--- src/sps_pkg.sv ---
/*
 Package for the stepper phase sequencer: register map, field positions,
 reset values and the phase tables of the eight-state master sequence.
 Assumes a 32-bit APB register bus and one synchronous clock.
*/
package sps_pkg;
   // ------------------------------------------------------------
   // Register map and fields.
   // ------------------------------------------------------------
   localparam logic [7:0] SPS_CTRL_ADDR = 8'h00;
   localparam logic [7:0] SPS_STEP_ADDR = 8'h04;
   localparam logic [7:0] SPS_STAT_ADDR = 8'h08;
   localparam int SPS_CTRL_EN_BIT = 0;
   localparam int SPS_CTRL_VR_BIT = 1;
   localparam int SPS_STEP_GO_BIT = 0;
   localparam logic [1:0] SPS_CTRL_RESET = 2'h1;
   localparam logic [2:0] SPS_HOME_STATE = 3'h0;
   localparam logic [2:0] SPS_HALF_INC = 3'h1;
   localparam logic [2:0] SPS_FULL_INC = 3'h2;

   // ------------------------------------------------------------
   // Types.
   // ------------------------------------------------------------
   typedef struct packed {
      logic a;
      logic b;
      logic c;
      logic d;
      logic bridge1_inhibit;
      logic bridge2_inhibit;
   } sps_drive_t;

   // ------------------------------------------------------------
   // Phase tables, ABCD from bit 3 down, indexed by state minus one.
   // ------------------------------------------------------------
   localparam logic [31:0] SPS_PM_TABLE = 32'h462a_8915;
   localparam logic [31:0] SPS_VR_TABLE = 32'h462a_8915;
endpackage

--- src/sps_sequencer.sv ---
/*
 Stepper phase sequencer: an eight-state translator with step, direction
 and step-size pins, an enable pin, and an APB slave for control and status.
 Assumes the enable and APB pins are synchronous to pclk and an APB master on the bus.
*/
// Local design decisions: register access over APB and the register offsets.
// Summary of operation
// Bipolar wave drive: AB, CD, BA, DC.
// Two-phase-on keeps both phases energized.
// Half step alternates one and two phases.
// Counter-clockwise walks sequences in reverse.
// Reluctance wave drive: A, C, B, D.
// Reluctance two-phase: AC, CB, BD, DA.
// Reluctance half step: eight-state winding walk.
// Each bridge gets two phases plus enable.
// Unipolar stages use the bipolar sequences.
// Three-bit counter walks the half step sequence.
// Full step skips the counter's low bit.
// Reset gives state one, ABCD 0101, home. The code resets drive to 0; 0101 follows on the first clock after reset.
// Enable low forces phases and inhibits low.
// One state advanced per step pulse.
// Inputs synchronized; act on step rising edge. drive_enable enters unsynchronized.
`timescale 1ns/100ps
module sps_sequencer (
   input wire logic pclk,
   input wire logic presetn,
   input wire logic psel,
   input wire logic penable,
   input wire logic pwrite,
   input wire logic [7:0] paddr,
   input wire logic [31:0] pwdata,
   output logic [31:0] prdata,
   output logic pready,
   output logic pslverr,
   input wire logic step_pulse,
   input wire logic rotation_direction,
   input wire logic half_step_select,
   input wire logic drive_enable,
   output sps_pkg::sps_drive_t drive,
   output logic home
);
   import sps_pkg::*;

   // ------------------------------------------------------------
   // Input synchronizers and step edge.
   // ------------------------------------------------------------
   logic [2:0] sync1, sync2, next_sync1, next_sync2;
   logic step_d, next_step_d, step_edge;
   logic dir_s, half_s;

   always_comb begin
      next_sync1 = {step_pulse, rotation_direction, half_step_select};
      next_sync2 = sync1;
      next_step_d = sync2[2];
   end

   always_ff @(posedge pclk or negedge presetn) begin
      if (!presetn) begin
         sync1 <= 3'h0;
         sync2 <= 3'h0;
         step_d <= 1'b0;
      end else begin
         sync1 <= next_sync1;
         sync2 <= next_sync2;
         step_d <= next_step_d;
      end
   end

   assign dir_s = sync2[1];
   assign half_s = sync2[0];

   // ------------------------------------------------------------
   // APB slave.
   // ------------------------------------------------------------
   logic [1:0] ctrl, next_ctrl;
   logic sw_step, next_sw_step;
   logic [31:0] next_prdata;
   logic next_pready, next_pslverr, acc, done, mapped;
   logic [2:0] cnt, next_cnt;

   assign acc = psel && penable && !pready;
   assign done = psel && penable && pready;
   assign step_edge = (sync2[2] && !step_d) || sw_step;

   always_comb begin
      next_ctrl = ctrl;
      next_sw_step = 1'b0;
      next_prdata = prdata;
      next_pready = acc;
      next_pslverr = 1'b0;
      mapped = (paddr == SPS_CTRL_ADDR) || (paddr == SPS_STEP_ADDR) || (paddr == SPS_STAT_ADDR && !pwrite);
      if (acc) begin
         next_pslverr = !mapped;
         case (paddr)
            SPS_CTRL_ADDR: next_prdata = {30'h0, ctrl};
            SPS_STAT_ADDR: next_prdata = {22'h0, drive.bridge2_inhibit, drive.bridge1_inhibit, home,
                                          drive.a, drive.b, drive.c, drive.d, cnt};
            default: next_prdata = 32'h0;
         endcase
      end
      if (done && pwrite && !pslverr) begin
         if (paddr == SPS_CTRL_ADDR) next_ctrl = pwdata[1:0];
         if (paddr == SPS_STEP_ADDR) next_sw_step = pwdata[SPS_STEP_GO_BIT];
      end
   end

   always_ff @(posedge pclk or negedge presetn) begin
      if (!presetn) begin
         ctrl <= SPS_CTRL_RESET;
         sw_step <= 1'b0;
         prdata <= 32'h0;
         pready <= 1'b0;
         pslverr <= 1'b0;
      end else begin
         ctrl <= next_ctrl;
         sw_step <= next_sw_step;
         prdata <= next_prdata;
         pready <= next_pready;
         pslverr <= next_pslverr;
      end
   end

   // ------------------------------------------------------------
   // Translator and output logic.
   // ------------------------------------------------------------
   function automatic logic [3:0] sps_phase(input logic [2:0] st, input logic vr);
      logic [31:0] tbl;
      tbl = vr ? SPS_VR_TABLE : SPS_PM_TABLE;
      sps_phase = tbl[{st, 2'h0} +: 4];
   endfunction

   logic en_eff, vr;
   logic [2:0] inc;
   logic [3:0] ph;
   sps_drive_t next_drive;
   logic next_home;

   assign en_eff = drive_enable && ctrl[SPS_CTRL_EN_BIT];
   assign vr = ctrl[SPS_CTRL_VR_BIT];

   always_comb begin
      inc = half_s ? SPS_HALF_INC : SPS_FULL_INC;
      next_cnt = cnt;
      if (step_edge) begin
         next_cnt = dir_s ? cnt + inc : cnt - inc;
      end
      ph = sps_phase(next_cnt, vr);
      next_drive = '0;
      if (en_eff) begin
         next_drive.a = ph[3];
         next_drive.b = ph[2];
         next_drive.c = ph[1];
         next_drive.d = ph[0];
         next_drive.bridge1_inhibit = ph[3] | ph[2];
         next_drive.bridge2_inhibit = ph[1] | ph[0];
      end
      next_home = (next_cnt == SPS_HOME_STATE);
   end

   always_ff @(posedge pclk or negedge presetn) begin
      if (!presetn) begin
         cnt <= SPS_HOME_STATE;
         drive <= '0;
         home <= 1'b1;
      end else begin
         cnt <= next_cnt;
         drive <= next_drive;
         home <= next_home;
      end
   end
endmodule // sps_sequencer

--- config.mk ---
export PLATFORM = sky130hd
export DESIGN_NAME = sps_sequencer
export DESIGN_NICKNAME = d
export VERILOG_FILES = /design/src/sps_pkg.sv /design/src/sps_sequencer.sv
export SDC_FILE = /design/constraint.sdc
export NUM_CORES = 1
export LEC_CHECK = 0
export ABC_AREA = 1
export BUFFER_PORTS_ARGS = -buffer_cell sky130_fd_sc_hd__buf_2
export CORE_ASPECT_RATIO = 0.6
export CORE_UTILIZATION = 39
export CTS_CLUSTER_DIAMETER = 30
export DETAILED_ROUTE_END_ITERATION = 16
export MAX_ROUTING_LAYER = met4
export PLACE_DENSITY = 0.86
export SLEW_MARGIN = 10
export SYNTH_ARGS = -nofsm -noshare
export SYNTH_HDL_FRONTEND = slang
export SYNTH_SLANG_ARGS = --single-unit
--- constraint.sdc ---
create_clock -name pclk -period 1.5 [get_ports pclk]
set_input_delay 0.075 -clock pclk [delete_from_list [all_inputs] [get_ports pclk]]
set_output_delay 0.075 -clock pclk [all_outputs]
set_load 0.01 [all_outputs]
# == Word-level counts from Yosys, hierarchy flattened ==
# Index checks and enable logic that the tools add are counted.
# classes
addsub,2
eq_ne,2
n_shift,1
muxes,8
bitwise,2
reduce_logical,19
# op_table
cell,n
$shiftx 32x6->4 const A,1
$pmux 10 s2,1
$eq 8x3->1 const B,1
$eq 8x4->1 const B,1
$logic_and 1x1->1,8
$logic_not 8->1,1
$mux 3,2
$mux 6,1
$logic_not 1->1,5
$add 3x2->3,1
$logic_not 3->1,1
$logic_or 1x1->1,3
$mux 1,3
$sub 3x2->3,1
$mux 2,1
$or 1x1->1,2
$reduce_and 2->1,1
# word_totals
ff_bits,54
in_bits,49
output_inout_bits,41
wordCells,50

# == Longest topological paths before layout ==
# depth
word_depth,7
mapped_depth,13
depth_no_buf,13

# == Worst setup path after synthesis ==
# No wires, ideal clock.
# synth_timing
kind,register -> register
start,register cnt[0]
end,register drive[1] in the netlist's numbering
setup_time_ns,0.118
t_arrival_ns,1.530
required_time_ns,1.382
path_slack_ns,-0.148
path_stages_with_launch,13
path_buffers,0
synth_period_minus_slack_ns,1.648
cell_sequence,dfrtp_1 > ha_1 > fa_1 > inv_1 > nand2_1 > nand2_2 > nand3_2 > nand2_4 > inv_2 > nand2_2 > nand2_1 > nand2_1 > nand2_1
# synth_rtl
element,line,source
"start, declared",sps_sequencer.sv:79,"logic [2:0] cnt, next_cnt;"
"start signal, assigned",sps_sequencer.sv:166,cnt <= next_cnt;
"end signal, assigned",sps_sequencer.sv:167,drive <= next_drive;
"end, declared",sps_sequencer.sv:39,"output sps_pkg::sps_drive_t drive,"

==> results.json <==
{
  "finalWeightedCongestion": 0.841,
  "worstPathCellList": "ha_2 -> fa_2 -> nand2_1 -> nand2_2 -> nand2_2 -> nand2_4 -> nand2_4 -> inv_2 -> nand2_2 -> nand2_1 -> nand2_1 -> nand2_1",
  "total_number_of_vias": 1110,
  "timing.final.setup_violations": 8,
  "yosys.cell_types.count": 26,
  "top_layer_used": "met4",
  "power.total_mw": 2.35,
  "die_area_mm2": 0.00424,
  "post-place-ws_ns": -0.139,
  "clockBufferDepth": 2,
  "slew_viol_final": 0,
  "yosys.area.top_type_share_pct": 48.5,
  "wire_length_of_the_first_global_routing_pass_um": 4520,
  "share_of_total_power_in_combinational_logic_pct": 23.1,
  "layout.cells.most_common_list": "37 x sky130_fd_sc_hd__buf_2, 32 x sky130_fd_sc_hd__nand2_1, 30 x sky130_fd_sc_hd__dfrtp_1",
  "start_util_pct": 41.4,
  "cp.required_ns": 1.68,
  "synthToLayoutAreaGrowth_pct": 24.0,
  "holdCritPathClass": "in -> reg",
  "tritoncts_clock_tree": "built",
  "maxSlewHeadroom_pct": 53.8,
  "postSynthRegisterBits": 32,
  "path_buf_inv": 1,
  "rsz0062_at_grt": "true",
  "antenna_found_initial": 0,
  "share_of_cell_area_taken_by_muxes_after_synthesis_pct": 0,
  "ir_drop_v": 0.000549,
  "cp-start-kind": "flip-flop",
  "boundaryPins": 90,
  "grt_max_degree": 33,
  "count_of_mapped_cells_out_of_synthesis": 163,
  "crit_path_max_fanout": 4,
  "synth_top_family_by_area": "simple AND/OR/NAND/NOR gates",
  "switching_share_pct": 29.3,
  "floorplan.die.height_um": 50.8,
  "net-switching-power_mw": 0.687,
  "cts_buffers": 5,
  "fmax_ghz": 0.613,
  "skew_ns": 0.00610,
  "synth_compound_area_share_pct": 4.04,
  "arrival_ns": 1.81,
  "core-area_mm2": 0.00374,
  "ctsRootBufferMaster": "sky130_fd_sc_hd__clkbuf_8",
  "yosys.area_share.xor_xnor_pct": 0,
  "final_critical_path_setup_slack_ns": -0.132,
  "kind_of_cell_adding_the_most_delay_to_the_critical_path": "simple AND/OR/NAND/NOR gates",
  "die_width_um": 83.4,
  "clock_tree.htree_level_count": 2,
  "critical_path.max_stage_delay_ns": 0.38,
  "netlist_area_mm2": 0.00155,
  "drt-met1-wl_um": 1310,
  "worstMarginPinSlew_ns": 0.693,
  "final_common_cell": "sky130_fd_sc_hd__buf_2",
  "gr-usage-all-layers_pct": 14.8,
  "setup.worst_path.class": "reg -> reg",
  "final.min_clock_period_ns": 1.63,
  "synth_simple_gate_area_share_pct": 25.9,
  "totalWireLength_um": 2760,
  "postPlaceCellArea_mm2": 0.00174,
  "result_of_the_run": "finished, violations left",
  "share_seq_of_total_power_pct": 42.2,
  "timing.final.hold_violations": 0,
  "num-nets-final": 266,
  "filler_cell_count": 340,
  "clk_pin_slew_ns": 0.07,
  "place_inst": 250,
  "detail_route.drc_violations": 0,
  "drt_iter0_drc": 65,
  "diodes": 0,
  "timing.final.crit_share_pct": 109,
  "internal_power_mw": 1.66,
  "drtPass1Iterations": 4,
  "syn_avg_cell_area_um2": 9.50,
  "synth_fa_ha_area_share_pct": 2.10,
  "io_buffers": 37,
  "post-dp-hpwl_um": 2050,
  "fp-row-count": 17,
  "fin_cells": 263,
  "power_per_cell_area_mw_per_mm2": 1220,
  "drtAntennaViolNets": 0,
  "grt.overflow.total": 0,
  "setup_total_negative_slack_ns": -0.570,
  "most_frequent_cp_cell": "sky130_fd_sc_hd__nand2_1",
  "yosys.area.top_type": "sky130_fd_sc_hd__dfrtp_1",
  "drive_gt1_share_pct": 40.3,
  "wl_met3_um": 196,
  "fin_area_mm2": 0.00192,
  "leakage_nw": 1.05,
  "synth-seq-area-share_pct": 51.9,
  "grt_pass1_vias": 1038,
  "clockPowerShare_pct": 34.7,
  "routed-wl-met2_um": 1240,
  "drv_cap": 0,
  "synth.top_cells.by_area": "sky130_fd_sc_hd__dfrtp_1 48%, sky130_fd_sc_hd__buf_4 11%, sky130_fd_sc_hd__nand2_1 8.5%",
  "worst_setup_path_end_kind": "flip-flop",
  "critical_path.slowest_cell": "sky130_fd_sc_hd__dfrtp_1",
  "synthesis.yosys.warnings": 0,
  "wire_per_inst_um": 10.5,
  "worstSkewPairLatency_ns": 0.28,
  "violations": "setup timing",
  "total_number_of_clock_tree_sinks": 32,
  "drt_via_density": 4.22
}
## registers in the layout (all words and copies together), names as in the netlist
| signal | count |
|---|---|
| prdata | 10 |
| drive | 6 |
| cnt | 3 |
| next_sync2 | 3 |
| sync2 | 3 |
| ctrl | 2 |
| home | 1 |
| pready | 1 |
| pslverr | 1 |
| step_d | 1 |
| sw_step | 1 |
## per-stage QoR
stage	hold WS [ns]	util (%)
after floorplan	-0.221	-
after global placement	0.159	46.6
after detailed placement	0.169	46.6
after CTS	0.00829	51.0
after global routing	0.0200	51.3
final	0.0162	51.3
## path summary, 6_finish.rpt
| kind | startpoint | to | slack, ns | depth (start not counted) |
|---|---|---|---|---|
| min in group asynchronous | presetn | next_sync2[1]$_DFF_PN0_ | 0.38 | 2 |
| max in group asynchronous | presetn | prdata[5]$_DFFE_PN0P_ | 0.68 | 2 |
| worst min-delay path | pwdata[0] | ctrl[0]$_DFFE_PN1P_ | 0.02 | 3 |
| worst min register to register | next_sync2[2]$_DFF_PN0_ | sync2[2]$_DFF_PN0_ | 0.35 | 0 |
| worst max register to register | sync2[0]$_DFF_PN0_ | drive[1]$_DFF_PN0_ | -0.13 | 12 |
| worst max-delay path | sync2[0]$_DFF_PN0_ | drive[1]$_DFF_PN0_ | -0.13 | 12 |
## cell type report
cell class	count	area, um2	share of cell area (%)
sequential	32	803	41.8
multi-input combinational	110	602	31.3
timing repair buffer	48	278	14.5
clock buffer	5	68.8	3.58
inverter	18	67.6	3.52
tap	47	58.8	3.06
clock inverter	3	42.5	2.21
## timing repair
action / CTS / global route
setup endpoints to repair: 8 / 8
resized for setup: 4 / 3
buffers inserted: 0 / 1
pin swaps: 2 / 0
endpoints found under the hold margin: 33 / 0
hold buffers: 4 / 0
## layer usage
layer  vias up  GRT usage (%)
met5         -              -
met4         0           4.60
met3         2           5.82
met2        39           23.2
met1       502           17.8
li1        567              -
## cell families (layout without fill, tap and decap cells)
group | count (synthesis) | in the layout
adder cells (fa/ha/maj) | 2 | 2
flip-flops | 32 | 32
AO/OA/AOI/OAI | 12 | 12
buffers and inverters | 42 | 74
AND/OR/NAND/NOR | 74 | 74
other | 1 | 22
## power groups by stage
stage,Combinational [mW],Clock [mW],Sequential [mW]
finish,0.542,0.813,0.989
global route,0.597,0.877,0.996
CTS,0.518,0.831,0.986
detailed placement,0.490,0,1.00
global placement,0.470,0,1.00
floorplan,0.336,0,1.01
## synth_stat cells
cell / number
sky130_fd_sc_hd__nor2_1: 7
sky130_fd_sc_hd__o31ai_1: 1
sky130_fd_sc_hd__conb_1: 1
sky130_fd_sc_hd__buf_2: 1
sky130_fd_sc_hd__ha_1: 1
sky130_fd_sc_hd__dfrtp_1: 30
sky130_fd_sc_hd__o21ai_1: 6
sky130_fd_sc_hd__buf_4: 23
sky130_fd_sc_hd__inv_2: 4
sky130_fd_sc_hd__fa_1: 1
sky130_fd_sc_hd__nand2_4: 5
sky130_fd_sc_hd__nor3_2: 1
sky130_fd_sc_hd__o21ai_0: 1
sky130_fd_sc_hd__nand2_2: 7
sky130_fd_sc_hd__nand3_1: 8
sky130_fd_sc_hd__a21oi_1: 4
sky130_fd_sc_hd__nand4_1: 2
sky130_fd_sc_hd__nand2_1: 35
sky130_fd_sc_hd__inv_1: 13
sky130_fd_sc_hd__dfstp_2: 2
sky130_fd_sc_hd__clkinv_1: 1
sky130_fd_sc_hd__nor3_1: 1
sky130_fd_sc_hd__and3_4: 1
sky130_fd_sc_hd__nor2_4: 2
sky130_fd_sc_hd__nor2_2: 2
sky130_fd_sc_hd__nand3_2: 3
## worst register-to-register path: stages (launching register included)
cell                      delay (ns)
sky130_fd_sc_hd__dfrtp_1        0.38
sky130_fd_sc_hd__ha_2           0.19
sky130_fd_sc_hd__fa_2           0.34
sky130_fd_sc_hd__nand2_1        0.09
sky130_fd_sc_hd__nand2_2        0.07
sky130_fd_sc_hd__nand2_2        0.07
sky130_fd_sc_hd__nand2_4        0.05
sky130_fd_sc_hd__nand2_4        0.08
sky130_fd_sc_hd__inv_2          0.04
sky130_fd_sc_hd__nand2_2        0.05
sky130_fd_sc_hd__nand2_1        0.04
sky130_fd_sc_hd__nand2_1        0.06
sky130_fd_sc_hd__nand2_1        0.05
No activity file was read; power rests on OpenSTA's default activity.
